### src/occm_pkg.sv
// Shared constants and types for the channel-one output compare block
package occm_pkg;

  // ----------------------------------------------------------------
  // Bus widths
  // ----------------------------------------------------------------
  localparam int unsigned OCCM_ADDR_W = 8;
  localparam int unsigned OCCM_DATA_W = 16;

  // ----------------------------------------------------------------
  // Register byte offsets
  // ----------------------------------------------------------------
  localparam logic [7:0] OCCM_OFS_MODE1   = 8'h18;  // capture_compare_mode_reg_one
  localparam logic [7:0] OCCM_OFS_CTRL    = 8'h20;  // enable, polarity, trigger select
  localparam logic [7:0] OCCM_OFS_STATUS  = 8'h24;  // live channel state, read only
  localparam logic [7:0] OCCM_OFS_CMP     = 8'h34;  // ch1_compare_value (preload view)
  localparam logic [7:0] OCCM_OFS_CMP_ACT = 8'h38;  // active compare value, read only

  // ----------------------------------------------------------------
  // Mode register fields
  // ----------------------------------------------------------------
  localparam int unsigned OCCM_MD_SEL_LSB = 0;  // ch1_direction_select, 2 bits
  localparam int unsigned OCCM_MD_FEN     = 2;  // ch1_fast_trigger_enable
  localparam int unsigned OCCM_MD_PEN     = 3;  // ch1_compare_preload_enable
  localparam int unsigned OCCM_MD_MD_LSB  = 4;  // ch1_compare_mode, 3 bits
  localparam int unsigned OCCM_MD_CEN     = 7;  // ch1_reference_clear_enable
  localparam int unsigned OCCM_MD_CH2_LSB = 8;  // channel two byte, stored only

  // ----------------------------------------------------------------
  // Control register fields
  // ----------------------------------------------------------------
  localparam int unsigned OCCM_CT_EN       = 0;  // ch1_channel_enable
  localparam int unsigned OCCM_CT_POL      = 1;  // ch1_output_polarity
  localparam int unsigned OCCM_CT_NPOL     = 2;  // complementary output polarity
  localparam int unsigned OCCM_CT_SINGLE_PULSE_MODE    = 3;  // single_pulse_mode
  localparam int unsigned OCCM_CT_TRIGGER_SOURCE_SELECT_LSB = 4;  // trigger_source_select, 3 bits
  localparam logic [2:0]  OCCM_TRIGGER_SOURCE_SELECT_INT_MAX = 3'h3;  // codes up to here are internal

  // ----------------------------------------------------------------
  // Status register fields
  // ----------------------------------------------------------------
  localparam int unsigned OCCM_ST_REF   = 0;
  localparam int unsigned OCCM_ST_MATCH = 1;
  localparam int unsigned OCCM_ST_OUT   = 2;
  localparam int unsigned OCCM_ST_CAP   = 3;
  localparam int unsigned OCCM_ST_DOWN  = 4;

  // ----------------------------------------------------------------
  // Reset values
  // ----------------------------------------------------------------
  localparam logic [15:0] OCCM_RST_MODE1 = 16'h0000;
  localparam logic [15:0] OCCM_RST_CTRL  = 16'h0000;
  localparam logic [15:0] OCCM_RST_CMP   = 16'h0000;

  // ----------------------------------------------------------------
  // Encodings
  // ----------------------------------------------------------------
  typedef enum logic [2:0] {
    OCCM_FROZEN    = 3'h0,
    OCCM_SET_MATCH = 3'h1,
    OCCM_CLR_MATCH = 3'h2,
    OCCM_TOGGLE    = 3'h3,
    OCCM_FORCE_LO  = 3'h4,
    OCCM_FORCE_HI  = 3'h5,
    OCCM_PWM1      = 3'h6,
    OCCM_PWM2      = 3'h7
  } occm_mode_t;

  typedef enum logic [1:0] {
    OCCM_DIR_OUT      = 2'h0,
    OCCM_DIR_IN_OWN   = 2'h1,
    OCCM_DIR_IN_OTHER = 2'h2,
    OCCM_DIR_IN_TRIG  = 2'h3
  } occm_dir_t;

endpackage

### src/occm_compare_store.sv
// Compare value holding registers: software copy and the copy used by the comparator
`timescale 1ns/100ps
module occm_compare_store
  import occm_pkg::*;
(
  input  wire logic        clk,
  input  wire logic        nrst,
  input  wire logic        preload_en,
  input  wire logic        wr,
  input  wire logic [15:0] wdata,
  input  wire logic        update_event,
  output logic      [15:0] shadow,
  output logic      [15:0] active
);

  // ----------------------------------------------------------------
  // Software copy
  // ----------------------------------------------------------------
  // Every write lands here, so reads always return what was written
  always_ff @(posedge clk) begin
    if (!nrst) begin
      shadow <= OCCM_RST_CMP;
    end else if (wr) begin
      shadow <= wdata;
    end
  end

  // ----------------------------------------------------------------
  // Active copy
  // ----------------------------------------------------------------
  // Without preload the write goes straight through; with it, only updates
  always_ff @(posedge clk) begin
    if (!nrst) begin
      active <= OCCM_RST_CMP;
    end else if (wr && !preload_en) begin
      active <= wdata;
    end else if (update_event && preload_en) begin
      active <= shadow;
    end
  end

endmodule

### src/occm_channel.sv
// Channel-one output compare mode logic with its register port
//
// Overview of operation
// - Frozen mode: comparisons leave reference untouched.
// - Mode 001: equality drives reference high.
// - Mode 010: equality drives reference low.
// - Mode 011: equality toggles the reference.
// - Mode 100: reference forced low always.
// - Mode 101: reference forced high always.
// - PWM1: high below compare counting up.
// - PWM2: low below compare counting up.
// - PWM reference moves on result change or leaving frozen.
// - Preload off: compare writes act at once.
// - Preload on: shadow copy loads on update.
// - Fast off: trigger does not touch reference.
// - Fast on: trigger edge acts as match.
// - Fast bit honoured only in PWM modes.
// - Direction field: output or three input maps.
// - Trigger mapping needs internal trigger selected.
// - Direction writable only while channel disabled.
// - Mode field bits 6:4 steer reference.
// - Reference active high; pins follow polarity.
// - Clear enable: external trigger forces reference low.
//
// Added by the designer: the address map and the plain strobed port.
`timescale 1ns/100ps
module occm_channel
  import occm_pkg::*;
(
  input  wire logic        clk,
  input  wire logic        nrst,
  input  wire logic [7:0]  reg_addr,
  input  wire logic [15:0] reg_wdata,
  input  wire logic        reg_wr,
  input  wire logic        reg_rd,
  output logic      [15:0] reg_rdata,
  input  wire logic [15:0] timer_counter_value,
  input  wire logic        count_down,
  input  wire logic        update_event,
  input  wire logic        trigger_edge,
  input  wire logic        filtered_external_trigger,
  input  wire logic        timer_input_one,
  input  wire logic        timer_input_two,
  input  wire logic        internal_trigger_capture_source,
  output logic             ch1_output_reference,
  output logic             ch1_output,
  output logic             ch1_output_n,
  output logic             ch1_capture_input
);

  // ----------------------------------------------------------------
  // Decode helpers
  // ----------------------------------------------------------------
  // Shared by the normal PWM path and the fast trigger path
  function automatic logic pwm_level(input logic [2:0] mode,
                                     input logic       down,
                                     input logic       below,
                                     input logic       above);
    logic lvl1;
    lvl1 = down ? !above : below;  // PWM1 level
    if (mode == OCCM_PWM2) begin
      pwm_level = !lvl1;
    end else begin
      pwm_level = lvl1;
    end
  endfunction

  function automatic logic is_pwm(input logic [2:0] mode);
    is_pwm = (mode == OCCM_PWM1) || (mode == OCCM_PWM2);
  endfunction

  // ----------------------------------------------------------------
  // Register storage
  // ----------------------------------------------------------------
  logic [15:0] mode_reg;
  logic [15:0] ctrl_reg;
  logic [15:0] cmp_shadow;
  logic [15:0] cmp_active;

  // Named views of the fields
  logic [1:0]  ch1_direction_select;
  logic        ch1_fast_trigger_enable;
  logic        ch1_compare_preload_enable;
  logic [2:0]  ch1_compare_mode;
  logic        ch1_reference_clear_enable;
  logic        ch1_channel_enable;
  logic        ch1_output_polarity;
  logic        ch1_output_polarity_n;
  logic        single_pulse_mode;
  logic [2:0]  trigger_source_select;

  assign ch1_direction_select       = mode_reg[OCCM_MD_SEL_LSB +: 2];
  assign ch1_fast_trigger_enable    = mode_reg[OCCM_MD_FEN];
  assign ch1_compare_preload_enable = mode_reg[OCCM_MD_PEN];
  assign ch1_compare_mode           = mode_reg[OCCM_MD_MD_LSB +: 3];
  assign ch1_reference_clear_enable = mode_reg[OCCM_MD_CEN];
  assign ch1_channel_enable         = ctrl_reg[OCCM_CT_EN];
  assign ch1_output_polarity        = ctrl_reg[OCCM_CT_POL];
  assign ch1_output_polarity_n      = ctrl_reg[OCCM_CT_NPOL];
  assign single_pulse_mode          = ctrl_reg[OCCM_CT_SINGLE_PULSE_MODE];
  assign trigger_source_select      = ctrl_reg[OCCM_CT_TRIGGER_SOURCE_SELECT_LSB +: 3];

  // ----------------------------------------------------------------
  // Write decode
  // ----------------------------------------------------------------
  logic wr_mode;
  logic wr_ctrl;
  logic wr_cmp;

  assign wr_mode = reg_wr && (reg_addr == OCCM_OFS_MODE1);
  assign wr_ctrl = reg_wr && (reg_addr == OCCM_OFS_CTRL);
  assign wr_cmp  = reg_wr && (reg_addr == OCCM_OFS_CMP);

  // Mode register; the direction field is locked while the channel runs
  always_ff @(posedge clk) begin
    if (!nrst) begin
      mode_reg <= OCCM_RST_MODE1;
    end else if (wr_mode) begin
      mode_reg[15:2] <= reg_wdata[15:2];
      if (!ch1_channel_enable) begin
        mode_reg[OCCM_MD_SEL_LSB +: 2] <= reg_wdata[OCCM_MD_SEL_LSB +: 2];
      end
    end
  end

  // Control register; only defined bits are kept, the rest read zero
  always_ff @(posedge clk) begin
    if (!nrst) begin
      ctrl_reg <= OCCM_RST_CTRL;
    end else if (wr_ctrl) begin
      ctrl_reg <= {9'h000, reg_wdata[6:0]};
    end
  end

  // ----------------------------------------------------------------
  // Compare value store
  // ----------------------------------------------------------------
  // Write and update order is handled inside the store
  occm_compare_store u_store (
    .clk          (clk),
    .nrst         (nrst),
    .preload_en   (ch1_compare_preload_enable),
    .wr           (wr_cmp),
    .wdata        (reg_wdata),
    .update_event (update_event),
    .shadow       (cmp_shadow),
    .active       (cmp_active)
  );

  // ----------------------------------------------------------------
  // Comparator
  // ----------------------------------------------------------------
  logic cnt_equal;
  logic cnt_below;
  logic cnt_above;
  logic dir_is_output;

  assign cnt_equal     = (timer_counter_value == cmp_active);
  assign cnt_below     = (timer_counter_value < cmp_active);
  assign cnt_above     = (timer_counter_value > cmp_active);
  assign dir_is_output = (ch1_direction_select == OCCM_DIR_OUT);

  // ----------------------------------------------------------------
  // PWM history
  // ----------------------------------------------------------------
  // The last PWM level and mode are kept so the reference only moves
  // on a change of the comparison or on leaving frozen, never merely because it was forced
  logic pwm_now;
  logic pwm_fast;
  logic pwm_last;
  logic mode_was_frozen;

  assign pwm_now  = pwm_level(ch1_compare_mode, count_down, cnt_below, cnt_above);
  // Fast path evaluates as if the counter sat on the compare value
  assign pwm_fast = pwm_level(ch1_compare_mode, count_down, 1'b0, 1'b0);

  always_ff @(posedge clk) begin
    if (!nrst) begin
      pwm_last <= 1'b0;
    end else begin
      pwm_last <= pwm_now;
    end
  end

  always_ff @(posedge clk) begin
    if (!nrst) begin
      mode_was_frozen <= 1'b1;
    end else begin
      mode_was_frozen <= (ch1_compare_mode == OCCM_FROZEN);
    end
  end

  // ----------------------------------------------------------------
  // Reference next value
  // ----------------------------------------------------------------
  logic ref_q;
  logic next_ref;
  logic clear_now;
  logic fast_hit;

  assign clear_now = ch1_reference_clear_enable && filtered_external_trigger;
  // Fast bit is ignored outside PWM, and without it triggers do nothing
  assign fast_hit  = ch1_fast_trigger_enable && is_pwm(ch1_compare_mode)
                     && trigger_edge;

  always_comb begin
    next_ref = ref_q;
    case (ch1_compare_mode)
      OCCM_FROZEN: begin
        next_ref = ref_q;
      end
      OCCM_SET_MATCH: begin
        if (cnt_equal) begin
          next_ref = 1'b1;
        end
      end
      OCCM_CLR_MATCH: begin
        if (cnt_equal) begin
          next_ref = 1'b0;
        end
      end
      OCCM_TOGGLE: begin
        if (cnt_equal) begin
          next_ref = !ref_q;
        end
      end
      OCCM_FORCE_LO: begin
        next_ref = 1'b0;
      end
      OCCM_FORCE_HI: begin
        next_ref = 1'b1;
      end
      OCCM_PWM1, OCCM_PWM2: begin
        if (fast_hit) begin
          next_ref = pwm_fast;
        end else if ((pwm_now != pwm_last) || mode_was_frozen) begin
          next_ref = pwm_now;
        end
      end
      default: begin
        next_ref = ref_q;
      end
    endcase
    // Clear input overrides every mode
    if (clear_now) begin
      next_ref = 1'b0;
    end
    // Input channels never drive a compare reference
    if (!dir_is_output) begin
      next_ref = 1'b0;
    end
  end

  // Reference flop; one cycle from cause to level
  always_ff @(posedge clk) begin
    if (!nrst) begin
      ref_q <= 1'b0;
    end else begin
      ref_q <= next_ref;
    end
  end

  assign ch1_output_reference = ref_q;

  // ----------------------------------------------------------------
  // Output stage
  // ----------------------------------------------------------------
  // Pins sit at their inactive level while the channel is off, so a
  // glitch cannot escape while software is still reconfiguring it
  always_ff @(posedge clk) begin
    if (!nrst) begin
      ch1_output   <= 1'b0;
      ch1_output_n <= 1'b0;
    end else if (ch1_channel_enable && dir_is_output) begin
      ch1_output   <= next_ref ^ ch1_output_polarity;
      ch1_output_n <= !next_ref ^ ch1_output_polarity_n;
    end else begin
      ch1_output   <= ch1_output_polarity;
      ch1_output_n <= ch1_output_polarity_n;
    end
  end

  // ----------------------------------------------------------------
  // Capture input mapping
  // ----------------------------------------------------------------
  logic trig_is_internal;
  logic next_capture;

  assign trig_is_internal = (trigger_source_select <= OCCM_TRIGGER_SOURCE_SELECT_INT_MAX);

  always_comb begin
    next_capture = 1'b0;
    case (ch1_direction_select)
      OCCM_DIR_OUT: begin
        next_capture = 1'b0;
      end
      OCCM_DIR_IN_OWN: begin
        next_capture = timer_input_one;
      end
      OCCM_DIR_IN_OTHER: begin
        next_capture = timer_input_two;
      end
      OCCM_DIR_IN_TRIG: begin
        // Without an internal trigger selected this mapping is inert
        next_capture = trig_is_internal && internal_trigger_capture_source;
      end
      default: begin
        next_capture = 1'b0;
      end
    endcase
  end

  always_ff @(posedge clk) begin
    if (!nrst) begin
      ch1_capture_input <= 1'b0;
    end else begin
      ch1_capture_input <= next_capture;
    end
  end

  // ----------------------------------------------------------------
  // Read port
  // ----------------------------------------------------------------
  logic [15:0] status_word;
  logic [15:0] next_rdata;

  always_comb begin
    status_word = 16'h0000;
    status_word[OCCM_ST_REF]   = ref_q;
    status_word[OCCM_ST_MATCH] = cnt_equal;
    status_word[OCCM_ST_OUT]   = dir_is_output;
    status_word[OCCM_ST_CAP]   = ch1_capture_input;
    status_word[OCCM_ST_DOWN]  = count_down;
  end

  // Compare reads see the software copy, which is the preload when enabled
  always_comb begin
    next_rdata = 16'h0000;
    case (reg_addr)
      OCCM_OFS_MODE1: begin
        next_rdata = mode_reg;
      end
      OCCM_OFS_CTRL: begin
        next_rdata = ctrl_reg;
      end
      OCCM_OFS_STATUS: begin
        next_rdata = status_word;
      end
      OCCM_OFS_CMP: begin
        next_rdata = cmp_shadow;
      end
      OCCM_OFS_CMP_ACT: begin
        next_rdata = cmp_active;
      end
      default: begin
        next_rdata = 16'h0000;
      end
    endcase
  end

  // Data stands only in the cycle after the read strobe
  always_ff @(posedge clk) begin
    if (!nrst) begin
      reg_rdata <= 16'h0000;
    end else if (reg_rd) begin
      reg_rdata <= next_rdata;
    end else begin
      reg_rdata <= 16'h0000;
    end
  end

  // Single-pulse flag is stored for the counter; preload advice is software's
  logic unused_single_pulse_mode;
  assign unused_single_pulse_mode = single_pulse_mode;

endmodule

### config.mk
export PLATFORM = sky130hd
export DESIGN_NAME = occm_channel
export DESIGN_NICKNAME = d
export VERILOG_FILES = /design/src/occm_pkg.sv /design/src/occm_compare_store.sv /design/src/occm_channel.sv
export SDC_FILE = /design/constraint.sdc
export NUM_CORES = 1
export LEC_CHECK = 0
export BUFFER_PORTS_ARGS = -buffer_cell sky130_fd_sc_hd__buf_2
export CAP_MARGIN = 0
export CORE_UTILIZATION = 55
export CTS_CLUSTER_DIAMETER = 40
export CTS_CLUSTER_SIZE = 30
export DETAILED_ROUTE_END_ITERATION = 16
export PLACE_DENSITY_LB_ADDON = 0.15
export SETUP_SLACK_MARGIN = 0.4
export SYNTH_ARGS = -nofsm -noshare
export SYNTH_HDL_FRONTEND = slang
export SYNTH_SLANG_ARGS = --single-unit
### constraint.sdc
create_clock -name clk -period 2.72 [get_ports clk]
set_input_delay 0.136 -clock clk [delete_from_list [all_inputs] [get_ports clk]]
set_output_delay 0.136 -clock clk [all_outputs]
set_load 0.005 [all_outputs]
# --- Word level (Yosys, flattened, before mapping) ---
# Index checks and enable logic that the tools add are counted.
word_totals:
  register_bits: 77
  latchBits: 0
  ram_bits: 0
  rom_bits: 0
  in_bits: 51
  elab_cells: 77
  memories: 0
op_classes:
  addsub: 0
  n_mul: 0
  div: 0
  magnitude_cmp: 3
  n_eq_ne: 17
  shifts: 0
  mux: 18
  bitwise_logic: 3
  n_reduce_logical: 24
ops:
  columns: ["cell", "n"]
  rows:
  - ["16-bit case mux with 5 select lines", 1]
  - ["8-bit by 6-bit equality test with 1-bit output, second input constant", 4]
  - ["16-bit 2-to-1 mux", 2]
  - ["16-bit equality test", 1]
  - ["16-bit greater-than comparator", 1]
  - ["16-bit < comparator", 1]
  - ["1-bit 2-to-1 mux", 13]
  - ["3-bit equality test, second input constant", 4]
  - ["1-bit logical AND", 10]
  - ["8-bit by 5-bit equality test with 1-bit output, second input constant", 1]
  - ["1-bit case mux with 7 select lines", 1]
  - ["3-bit by 2-bit equality test with 1-bit output, second input constant", 2]
  - ["1-bit logical NOT", 6]
  - ["2-bit equality test, second input constant", 2]
  - ["1-bit case mux with 4 select lines", 1]
  - ["2-bit AND reduction", 2]
  - ["3-bit by 1-bit equality test with 1-bit output, second input constant", 1]
  - ["3-bit by 2-bit <= comparator with 1-bit output, second input constant", 1]
  - ["3-bit logical NOT", 1]
  - ["2-bit by 1-bit equality test with 1-bit output, second input constant", 1]
  - ["2-bit logical NOT", 1]
  - ["1-bit logical OR", 2]
  - ["2-bit nonzero test", 1]
  - ["2-bit OR reduction", 1]
  - ["other kinds (3)", 4]

# --- Logic depth before layout (Yosys ltp) ---
# Gate-level depths: netlist (run 1).
depth:
  depth_word: 15
  mapped_depth: 12
  mapped_depth_nobuf: 12

# --- Hierarchy ---
# A second synthesis (run 1) with hierarchy kept.
unflattened:
  cells_unflattened: 454
  hier_area_um2: 4063.9
by_module_without_submodules:
  columns: ["mod", "instances", "cells_per_inst", "area_each_um2", "seq_area_each_um2"]
  rows:
  - ["occm_channel", 1, 328, 2627.5, 900.9]
  - ["occm_compare_store", 1, 126, 1436.4, 640.6]

# --- Worst setup path after synthesis (run 1) ---
# No wires, ideal clock.
synth_timing:
  path_kind: "reg-to-reg"
  startpoint: "register u_store.active[7]"
  endpoint: "register ch1_output"
  setup_ns: 0.072
  t_arrival_ns: 2.213
  path_slack_ns: 0.435
  stages_incl_launch_ff: 12
  path_buffers: 0
  path_cell_list: "dfxtp_1 > inv_1 > ha_1 > nand4_1 > nor3_1 > nand2_1 > ha_1 > mux2i_1 > a211oi_1 > nor3_1 > a211oi_1 > mux2i_1"
synth_between:
  elab_chain_len: 14
  word_cells_on_any_way: 19
  cone_classes: "order compare (2); eq/ne (2); mux (11); bitwise (1); reduce/logical (3)"
synth_lines:
  columns: ["element", "line", "text"]
  rows:
  - ["start: declaration", "occm_compare_store.sv:13", "output logic [15:0] active"]
  - ["start signal: assignment", "occm_compare_store.sv:36", "active <= wdata;"]
  - ["start signal: assignment", "occm_compare_store.sv:38", "active <= shadow;"]
  - ["16-bit greater-than comparator", "occm_channel.sv:160", "assign cnt_above = (timer_counter_value > cmp_active);"]
  - ["1-bit logical NOT", "occm_channel.sv:60", "lvl1 = down ? !above : below;"]
  - ["1-bit 2-to-1 mux", "occm_channel.sv:60", null]
  - ["1-bit logical NOT", "occm_channel.sv:62", "pwm_level = !lvl1;"]
  - ["1-bit 2-to-1 mux", "occm_channel.sv:61", "if (mode == OCCM_PWM2) begin"]
  - ["1-bit != test", "occm_channel.sv:236", "end else if ((pwm_now != pwm_last) || mode_was_frozen) begin"]
  - ["1-bit logical OR", "occm_channel.sv:236", null]
  - ["1-bit 2-to-1 mux", "occm_channel.sv:236", null]
  - ["1-bit 2-to-1 mux", "occm_channel.sv:234", "if (fast_hit) begin"]
  - ["1-bit case mux with 7 select lines *", "occm_channel.sv:208", "case (ch1_compare_mode)"]
  - ["1-bit 2-to-1 mux *", "occm_channel.sv:245", "if (clear_now) begin"]
  - ["1-bit 2-to-1 mux *", "occm_channel.sv:249", "if (!dir_is_output) begin"]
  - ["1-bit bitwise XOR *", "occm_channel.sv:275", "ch1_output <= next_ref ^ ch1_output_polarity;"]
  - ["1-bit 2-to-1 mux *", "occm_channel.sv:274", "end else if (ch1_channel_enable && dir_is_output) begin"]
  - ["end signal: assignment", "occm_channel.sv:275", null]
  - ["end signal: assignment", "occm_channel.sv:278", "ch1_output <= ch1_output_polarity;"]
  - ["end: declaration", "occm_channel.sv:46", "output logic ch1_output,"]
# Every way passes the cells marked *; elsewhere a longest branch is shown, timed or not.
# A chain may end at the register's enable or synchronous reset.

# --- Worst setup path in the final report (run 1) ---
layout_timing:
  startpoint: "register u_store.active[15]"
  endpoint: "register ch1_output"
# Same word-level chain as after synthesis.

==> results of run 1 <==
## metal layers
layer  track usage, %  up-vias  share of wire, %
li1                 -     1759                 -
met1             37.4     1659                44
met5                0        -                 0
met4             11.8        0               1.4
met3             6.35       15               8.1
met2             45.9      137                47
## metrics by stage
step                power [mW]  hold WS, ns  worst slack, ns  util, %  instance area (µm²)
global route              2.38       0.0180            0.164     69.4                 4770
finish                    2.33      0.00810            0.304     69.4                 4770
floorplan                 1.23        0.271            0.435        -                 3970
global placement          1.29        0.370            0.270     63.9                 4390
detailed placement        1.30        0.381           0.0944     63.9                 4390
CTS                       2.33     0.000581            0.314     68.9                 4730
## final timing paths
kind	from	to	slack [ns]	cells past startpoint
hold / removal	nrst	mode_was_frozen$_SDFF_PN1_	0.008	2
setup reg to reg	u_store.active[15]$_SDFFE_PN0P_	ch1_output$_SDFF_PN0_	0.30	12
setup / recovery	u_store.active[15]$_SDFFE_PN0P_	ch1_output$_SDFF_PN0_	0.30	12
hold reg to reg	mode_reg[10]$_SDFFE_PN0P_	mode_reg[10]$_SDFFE_PN0P_	0.46	2
## cell usage in the layout, fill, tap and decap left out, drive strengths merged, types with 2 or more instances in the layout
| master | instances |
|---|---|
| nand2 | 107 |
| buf | 86 |
| dfxtp | 77 |
| a21boi | 48 |
| inv | 24 |
| a22oi | 22 |
| nor2 | 20 |
| mux2 | 19 |
| ha | 18 |
| a21oi | 15 |
| nand3 | 11 |
| clkbuf | 10 |
| o21ai | 9 |
| o211a | 7 |
| o211ai | 7 |
| nor3 | 6 |
| nand4 | 4 |
| nand2b | 4 |
| a211oi | 4 |
| and2 | 3 |
| a21o | 3 |
| a222oi | 3 |
| bufinv | 3 |
| nor3b | 3 |
| mux2i | 3 |
| o311ai | 3 |
| nor2b | 2 |
| clkinv | 2 |
| or2 | 2 |
| nand3b | 2 |
## logic make-up (layout without fill, tap and decap cells)
group | count (synthesis) | in the layout | share of synthesized area, %
muxes | 22 | 22 | 6.14
and+or+nand+nor | 168 | 168 | 19.8
AOI/OAI and AO/OA | 125 | 125 | 23.7
xor gates and xnor gates | 2 | 2 | 0.441
buffers and inverters | 50 | 125 | 5.48
DFF | 77 | 77 | 38.8
adders and majority gates | 18 | 18 | 5.67
## power by group
part           switching [mW]  internal (mW)
clock network           0.437          0.610
logic                  0.0798         0.0685
registers             0.00144           1.13
## synthesized netlist by cell type, types with 2 or more instances
| library cell | count | area, µm² |
|---|---|---|
| nor3_4 | 2 | 32.5 |
| a21boi_1 | 13 | 97.6 |
| o211ai_2 | 3 | 37.5 |
| o211a_1 | 7 | 70.1 |
| a21boi_0 | 35 | 263 |
| a222oi_1 | 3 | 30.0 |
| nand2b_1 | 3 | 18.8 |
| o311ai_0 | 2 | 17.5 |
| a21o_1 | 3 | 22.5 |
| mux2i_1 | 3 | 30.0 |
| dfxtp_1 | 77 | 1540 |
| nand2_1 | 106 | 398 |
| a211oi_1 | 4 | 30.0 |
| buf_4 | 3 | 22.5 |
| o211ai_1 | 4 | 30.0 |
| a22oi_1 | 22 | 165 |
| nor3_1 | 4 | 20.0 |
| o21ai_0 | 9 | 45.0 |
| buf_2 | 3 | 15.0 |
| nor3b_1 | 3 | 22.5 |
| a21oi_1 | 15 | 75.1 |
| clkbuf_1 | 18 | 67.6 |
| nand4_1 | 4 | 25.0 |
| nand3_1 | 11 | 55.1 |
| nor2_1 | 18 | 67.6 |
| ha_1 | 18 | 225 |
| and2_1 | 3 | 18.8 |
| inv_1 | 23 | 86.3 |
| nor2b_1 | 2 | 12.5 |
| mux2_2 | 19 | 214 |
| buf_6 | 2 | 22.5 |
## worst max-delay path, delay by kind of cell (launching register included)
family          cells  cell delay, ns
fa+ha+maj           2            0.55
compound gates      2            0.41
flops               1            0.34
buf+inv             2            0.20
simple gates        4            0.62
mux                 2            0.25
## final cells by class
| type | instances | area share [%] |
|---|---|---|
| multi-input cells | 335 | 48.4 |
| flip-flops and latches | 77 | 32.4 |
| repair buffers | 86 | 9.87 |
| clock buffers | 10 | 2.68 |
| well taps | 96 | 2.52 |
| clock inverters | 6 | 2.28 |
| inverters | 23 | 1.81 |
## repair_timing
action                                  4_1_cts  5_1_grt
cloned                                        0        0
resized for setup                            17        6
endpoints found under the setup margin        3        3
pin swaps                                     9        2
buffers inserted                              4        2
==> results by group, run 1 <==
Route
  – Wire per inst: 16.5 µm
  – Vias: 3,570
  – First-pass DRT Iterations: 4
  – Avg Vias per Cell: 5.64
  – Antenna Nets Post-Route: 0
  – Iter 0 DRT Violations: 309
  – DRC: 0
  – Detailed Route WL: 10,400 µm

Place
  – Buffers on Ports: 70
  – Final HPWL DP: 7200 µm
  – RePlAce Congestion: 0.832
  – Placed insts: 611

Cells and area
  – Antenna cells: 0
  – Filler Cell Count: 565
  – Non-Filler Instances: 633
  – Layout area overhead: 20.0%
  – Fin nets: 601
  – Register Area: 1550 µm²
  – Area of the multi-input gates: 2310 µm²
  – Layout cells sized above 1: 29.1%

STA
  – RSZ-0062 raised after global routing: yes
  – Fin crit share: 88.8%
  – Worst-margin pin slew: 0.823 ns
  – Final critical-path required period: 2.42 ns
  – Setup TNS: 0 ns
  – Final hold violation count: 0
  – Max Freq: 414 MHz
  – Setup violations, final: 0
  – Clk_skew: 0.0169 ns
  – Max transition margin: 44.9%
  – Slew Viols, Final: 0

Status
  – Run status: completed

Synthesis
  – Yosys warning count: 0
  – Top_reg_cell synth: dfxtp_1
  – Cells after Synth: 462
  – Synthesized flop and latch total: 77
  – Syn_area_per_cell: 8.60 µm²
  – Async set-reset flop share out of synthesis: 0%
  – Post-synthesis cell type count: 51
  – Syn nets: 531
  – Register area share after synthesis: 38.8%
  – Synth Cell Area: 3970 µm²
  – Post-synth EDFFs: 0

Global route
  – Largest net degree at the start of global routing: 58
  – GRT Util Overall: 28.7%
  – First-pass GRT wire length: 16,400 µm
  – Via count of the first global-routing pass: 3,324
  – Antenna violations before repair: 0
  – Total grt overflow: 0

Floorplanning
  – I/O pin cnt: 71
  – Die Ht: 87 µm
  – Num rows: 30
  – Width of the die: 87 µm
  – Placeable Area: 6870 µm²
  – Die area: 7570 µm²
  – Starting Density: 57.9%

Critical path
  – Startpoint types: flip-flop
  – Crit. End Element: flip-flop
  – CP Cell Sequence: inv_2 -> ha_4 -> nand4_1 -> nor2_2 -> nand2_2 -> ha_4 -> mux2i_2 -> a211oi_2 -> nor3_2 -> buf_4 -> a211oi_2 -> mux2i_1
  – Worst Path Required: 3.02 ns
  – Worst-path fanout max: 3
  – CP max stage cell: dfxtp_2
  – Crit path kind: reg -> reg
  – Crit-path max cell delay: 0.34 ns
  – Arr. time, crit path: 2.71 ns

CTS
  – Clock slew at reported path FFs: 0.09 ns
  – Inserted Clock Buffers: 9
  – Clk Latency, worst-skew pair: 0.36 ns
  – Clk buf depth: 2
  – H-tree depth: 3
  – Clk root buf: clkbuf_8
  – CTS tree: done
  – Hold Buf Count CTS: 0
  – Clock Sink Count: 77

Power and ir drop
  – Leak: 1.85 nW
  – Pwr Density: 488 nW/µm²
  – Peak VDD IR: 0.000320 V

Hold path
  – Worst Hold Class: in -> reg

Run
  – Maxcap violations: 0
(Power assumes the default switching activity.)
==> inputs of run 2 (changes only) <==
Settings changed: BUFFER_PORTS_ARGS -buffer_cell sky130_fd_sc_hd__buf_2 to -buffer_cell sky130_fd_sc_hd__clkbuf_2, PLACE_DENSITY set to 0.89, PLACE_DENSITY_LB_ADDON 0.15 to not set.
==> run 2 against run 1 <==
Net effect: count of clock-buffer cells in the layout increased by 3; worst hold slack improved by 0.027 ns; via count increased by 7.7%; non-clock buffer count decreased by 3; die area unchanged; critical path depth decreased by 1; global-route usage increased by 2.9 points; register-to-register slack improved by 0.04 ns; combinational power increased by 7%; clock skew decreased by 0.0095 ns; total power decreased by 2.1%; utilization increased by 0.44 points; highest routed layer unchanged.
==> results by group, run 2 (same netlist as run 1, synthesis figures left out) <==
Route
  – First-pass DRT Iterations: 8 (+4)
  – WL met1: 4650 µm (+1.6%)
  – DRC: 0 (unchanged)
  – Antenna Nets Post-Route: 0 (unchanged)
  – Top layer in use: met4
  – Detailed Route WL: 11,500 µm (+9.8%)
  – Vias: 3,844 (+7.7%)
  – WL met3: 1090 µm (+28%)
  – Avg Vias per Cell: 6.10 (+8.2%)
  – Met2 Wirelength: 5400 µm (+11%)
  – Wire per inst: 18.2 µm (+10%)
  – Iter 0 DRT Violations: 509 (+65%)

STA
  – Clk_skew: 0.00741 ns (-0.00954 ns)
  – Final critical-path required period: 2.38 ns (-0.0380 ns)
  – RSZ-0062 raised after global routing: yes
  – Setup violations, final: 0 (unchanged)
  – Max Freq: 421 MHz (+1.6%)
  – Worst-margin pin slew: 0.869 ns (+0.0465 ns)
  – Slew Viols, Final: 0 (unchanged)
  – Max transition margin: 41.8% (-3.1 points)
  – Fin crit share: 87.4% (-1.4 points)
  – Setup TNS: 0 ns (unchanged)
  – Final hold slack: 0.0348 ns (+0.0267 ns)
  – Final hold violation count: 0 (unchanged)

Place
  – Final HPWL DP: 7420 µm (+3.0%)
  – RePlAce Congestion: 0.867 (+4.2%)
  – Buffers on Ports: 70 (unchanged)

Global route
  – Via count of the first global-routing pass: 3,691 (+11%)
  – GRT Util Overall: 31.6% (+2.9 points)
  – First-pass GRT wire length: 18,100 µm (+10%)
  – Total grt overflow: 0 (unchanged)
  – Antenna violations before repair: 0 (unchanged)
  – Largest net degree at the start of global routing: 47 (-19%)

Floorplanning
  – I/O pin cnt: 71 (unchanged)
  – Width of the die: 87 µm (unchanged)
  – Placeable Area: 6870 µm² (unchanged)
  – Die area: 7570 µm² (unchanged)
  – Starting Density: 57.9% (unchanged)
  – Die Ht: 87 µm (unchanged)
  – Num rows: 30 (unchanged)

Cells and area
  – Layout cells sized above 1: 30.1% (+1.1 points)
  – Final core occ: 69.8% (+0.44 points)
  – Layout area overhead: 20.7%
  – Most frequent cells in the layout: 105 x nand2_1, 70 x clkbuf_2, 69 x dfxtp_1, 35 x a21boi_0, 22 x a22oi_1
  – Antenna cells: 0 (unchanged)
  – Most common cell after layout, fill and taps aside: nand2_1
  – Fin nets: 598 (-0.50%)

CTS
  – Clock Sink Count: 77 (unchanged)
  – CTS tree: done
  – Inserted Clock Buffers: 9 (unchanged)
  – Clk buf depth: 2 (unchanged)
  – Clock slew at reported path FFs: 0.08 ns (about the same)
  – Clk Latency, worst-skew pair: 0.35 ns (about the same)
  – H-tree depth: 3 (unchanged)
  – Clk root buf: clkbuf_8

Critical path
  – Worst-path fanout max: 3 (unchanged)
  – Worst Path Required: 3.00 ns (-0.02 ns)
  – Startpoint types: flip-flop
  – Crit. End Element: flip-flop
  – Crit path kind: reg -> reg
  – Arr. time, crit path: 2.65 ns (-0.06 ns)

Hold path
  – Worst Hold Class: in -> reg

Power and ir drop
  – Leak: 1.82 nW (-1.5%)
  – Peak VDD IR: 0.000266 V (-17%)
  – Pwr Density: 475 nW/µm² (-2.7%)

Run
  – Maxcap violations: 0 (unchanged)

Status
  – Run status: completed
[run 2: area by class of cell]
cell class	instances	area (µm²)
multi-input cells	335	2360
fillers	487	2070
clock inverters	3	67.6
flip-flops and latches	77	1550
inverters	23	86.3
repair buffers	83	448
clock buffers	13	159
well taps	96	120
[run 2: path summary, 6_finish.rpt]
path	from	to	slack, ns	cells past startpoint
min	reg_wdata[14]	mode_reg[14]$_SDFFE_PN0P_	0.03	3
max reg2reg	u_store.active[9]$_SDFFE_PN0P_	ch1_output$_SDFF_PN0_	0.34	11
max	u_store.active[9]$_SDFFE_PN0P_	ch1_output$_SDFF_PN0_	0.34	11
min reg2reg	mode_reg[15]$_SDFFE_PN0P_	mode_reg[15]$_SDFFE_PN0P_	0.46	2
[run 2: repair_timing]
| action | in CTS | in global routing |
|---|---|---|
| pin swaps | 11 | 7 |
| buffers inserted | 5 | 0 |
| setup endpoints to repair | 3 | 3 |
| gates resized for setup | 23 | 9 |
| hold buffers | 0 | 0 |
[run 2: per-layer routing]
| metal | track usage [%] | vias up |
|---|---|---|
| met5 | 0 | - |
| met2 | 51.0 | 249 |
| met4 | 12.6 | 0 |
| li1 | - | 1753 |
| met3 | 8.25 | 40 |
| met1 | 40.2 | 1802 |
[run 2: report_power, final]
part	leakage (nW)	switching, mW	internal [mW]
registers	0.624	0.00160	1.13
clock network	0.110	0.420	0.568
logic	1.09	0.0868	0.0724
[run 2: critical path: stages (launching register included)]
cell      delay, ns
dfxtp_1        0.38
inv_2          0.08
ha_4           0.27
nand4_1        0.16
nor2_2         0.18
nand2_2        0.11
ha_4           0.28
mux2i_2        0.07
a211oi_2       0.26
nor3_2         0.09
a211oi_2       0.22
mux2i_1        0.22
[run 2: through the flow]
step | std cells | worst slack, ns | area (µm²) | total power, mW
2_1_floorplan | 462 | 0.435 | 3970 | 1.23
3_3_place_gp | 609 | 0.294 | 4370 | 1.29
3_5_place_dp | 609 | 0.123 | 4370 | 1.30
4_1_cts | 630 | 0.401 | 4740 | 2.27
5_1_grt | 630 | 0.196 | 4800 | 2.35
6_report | 630 | 0.342 | 4800 | 2.28
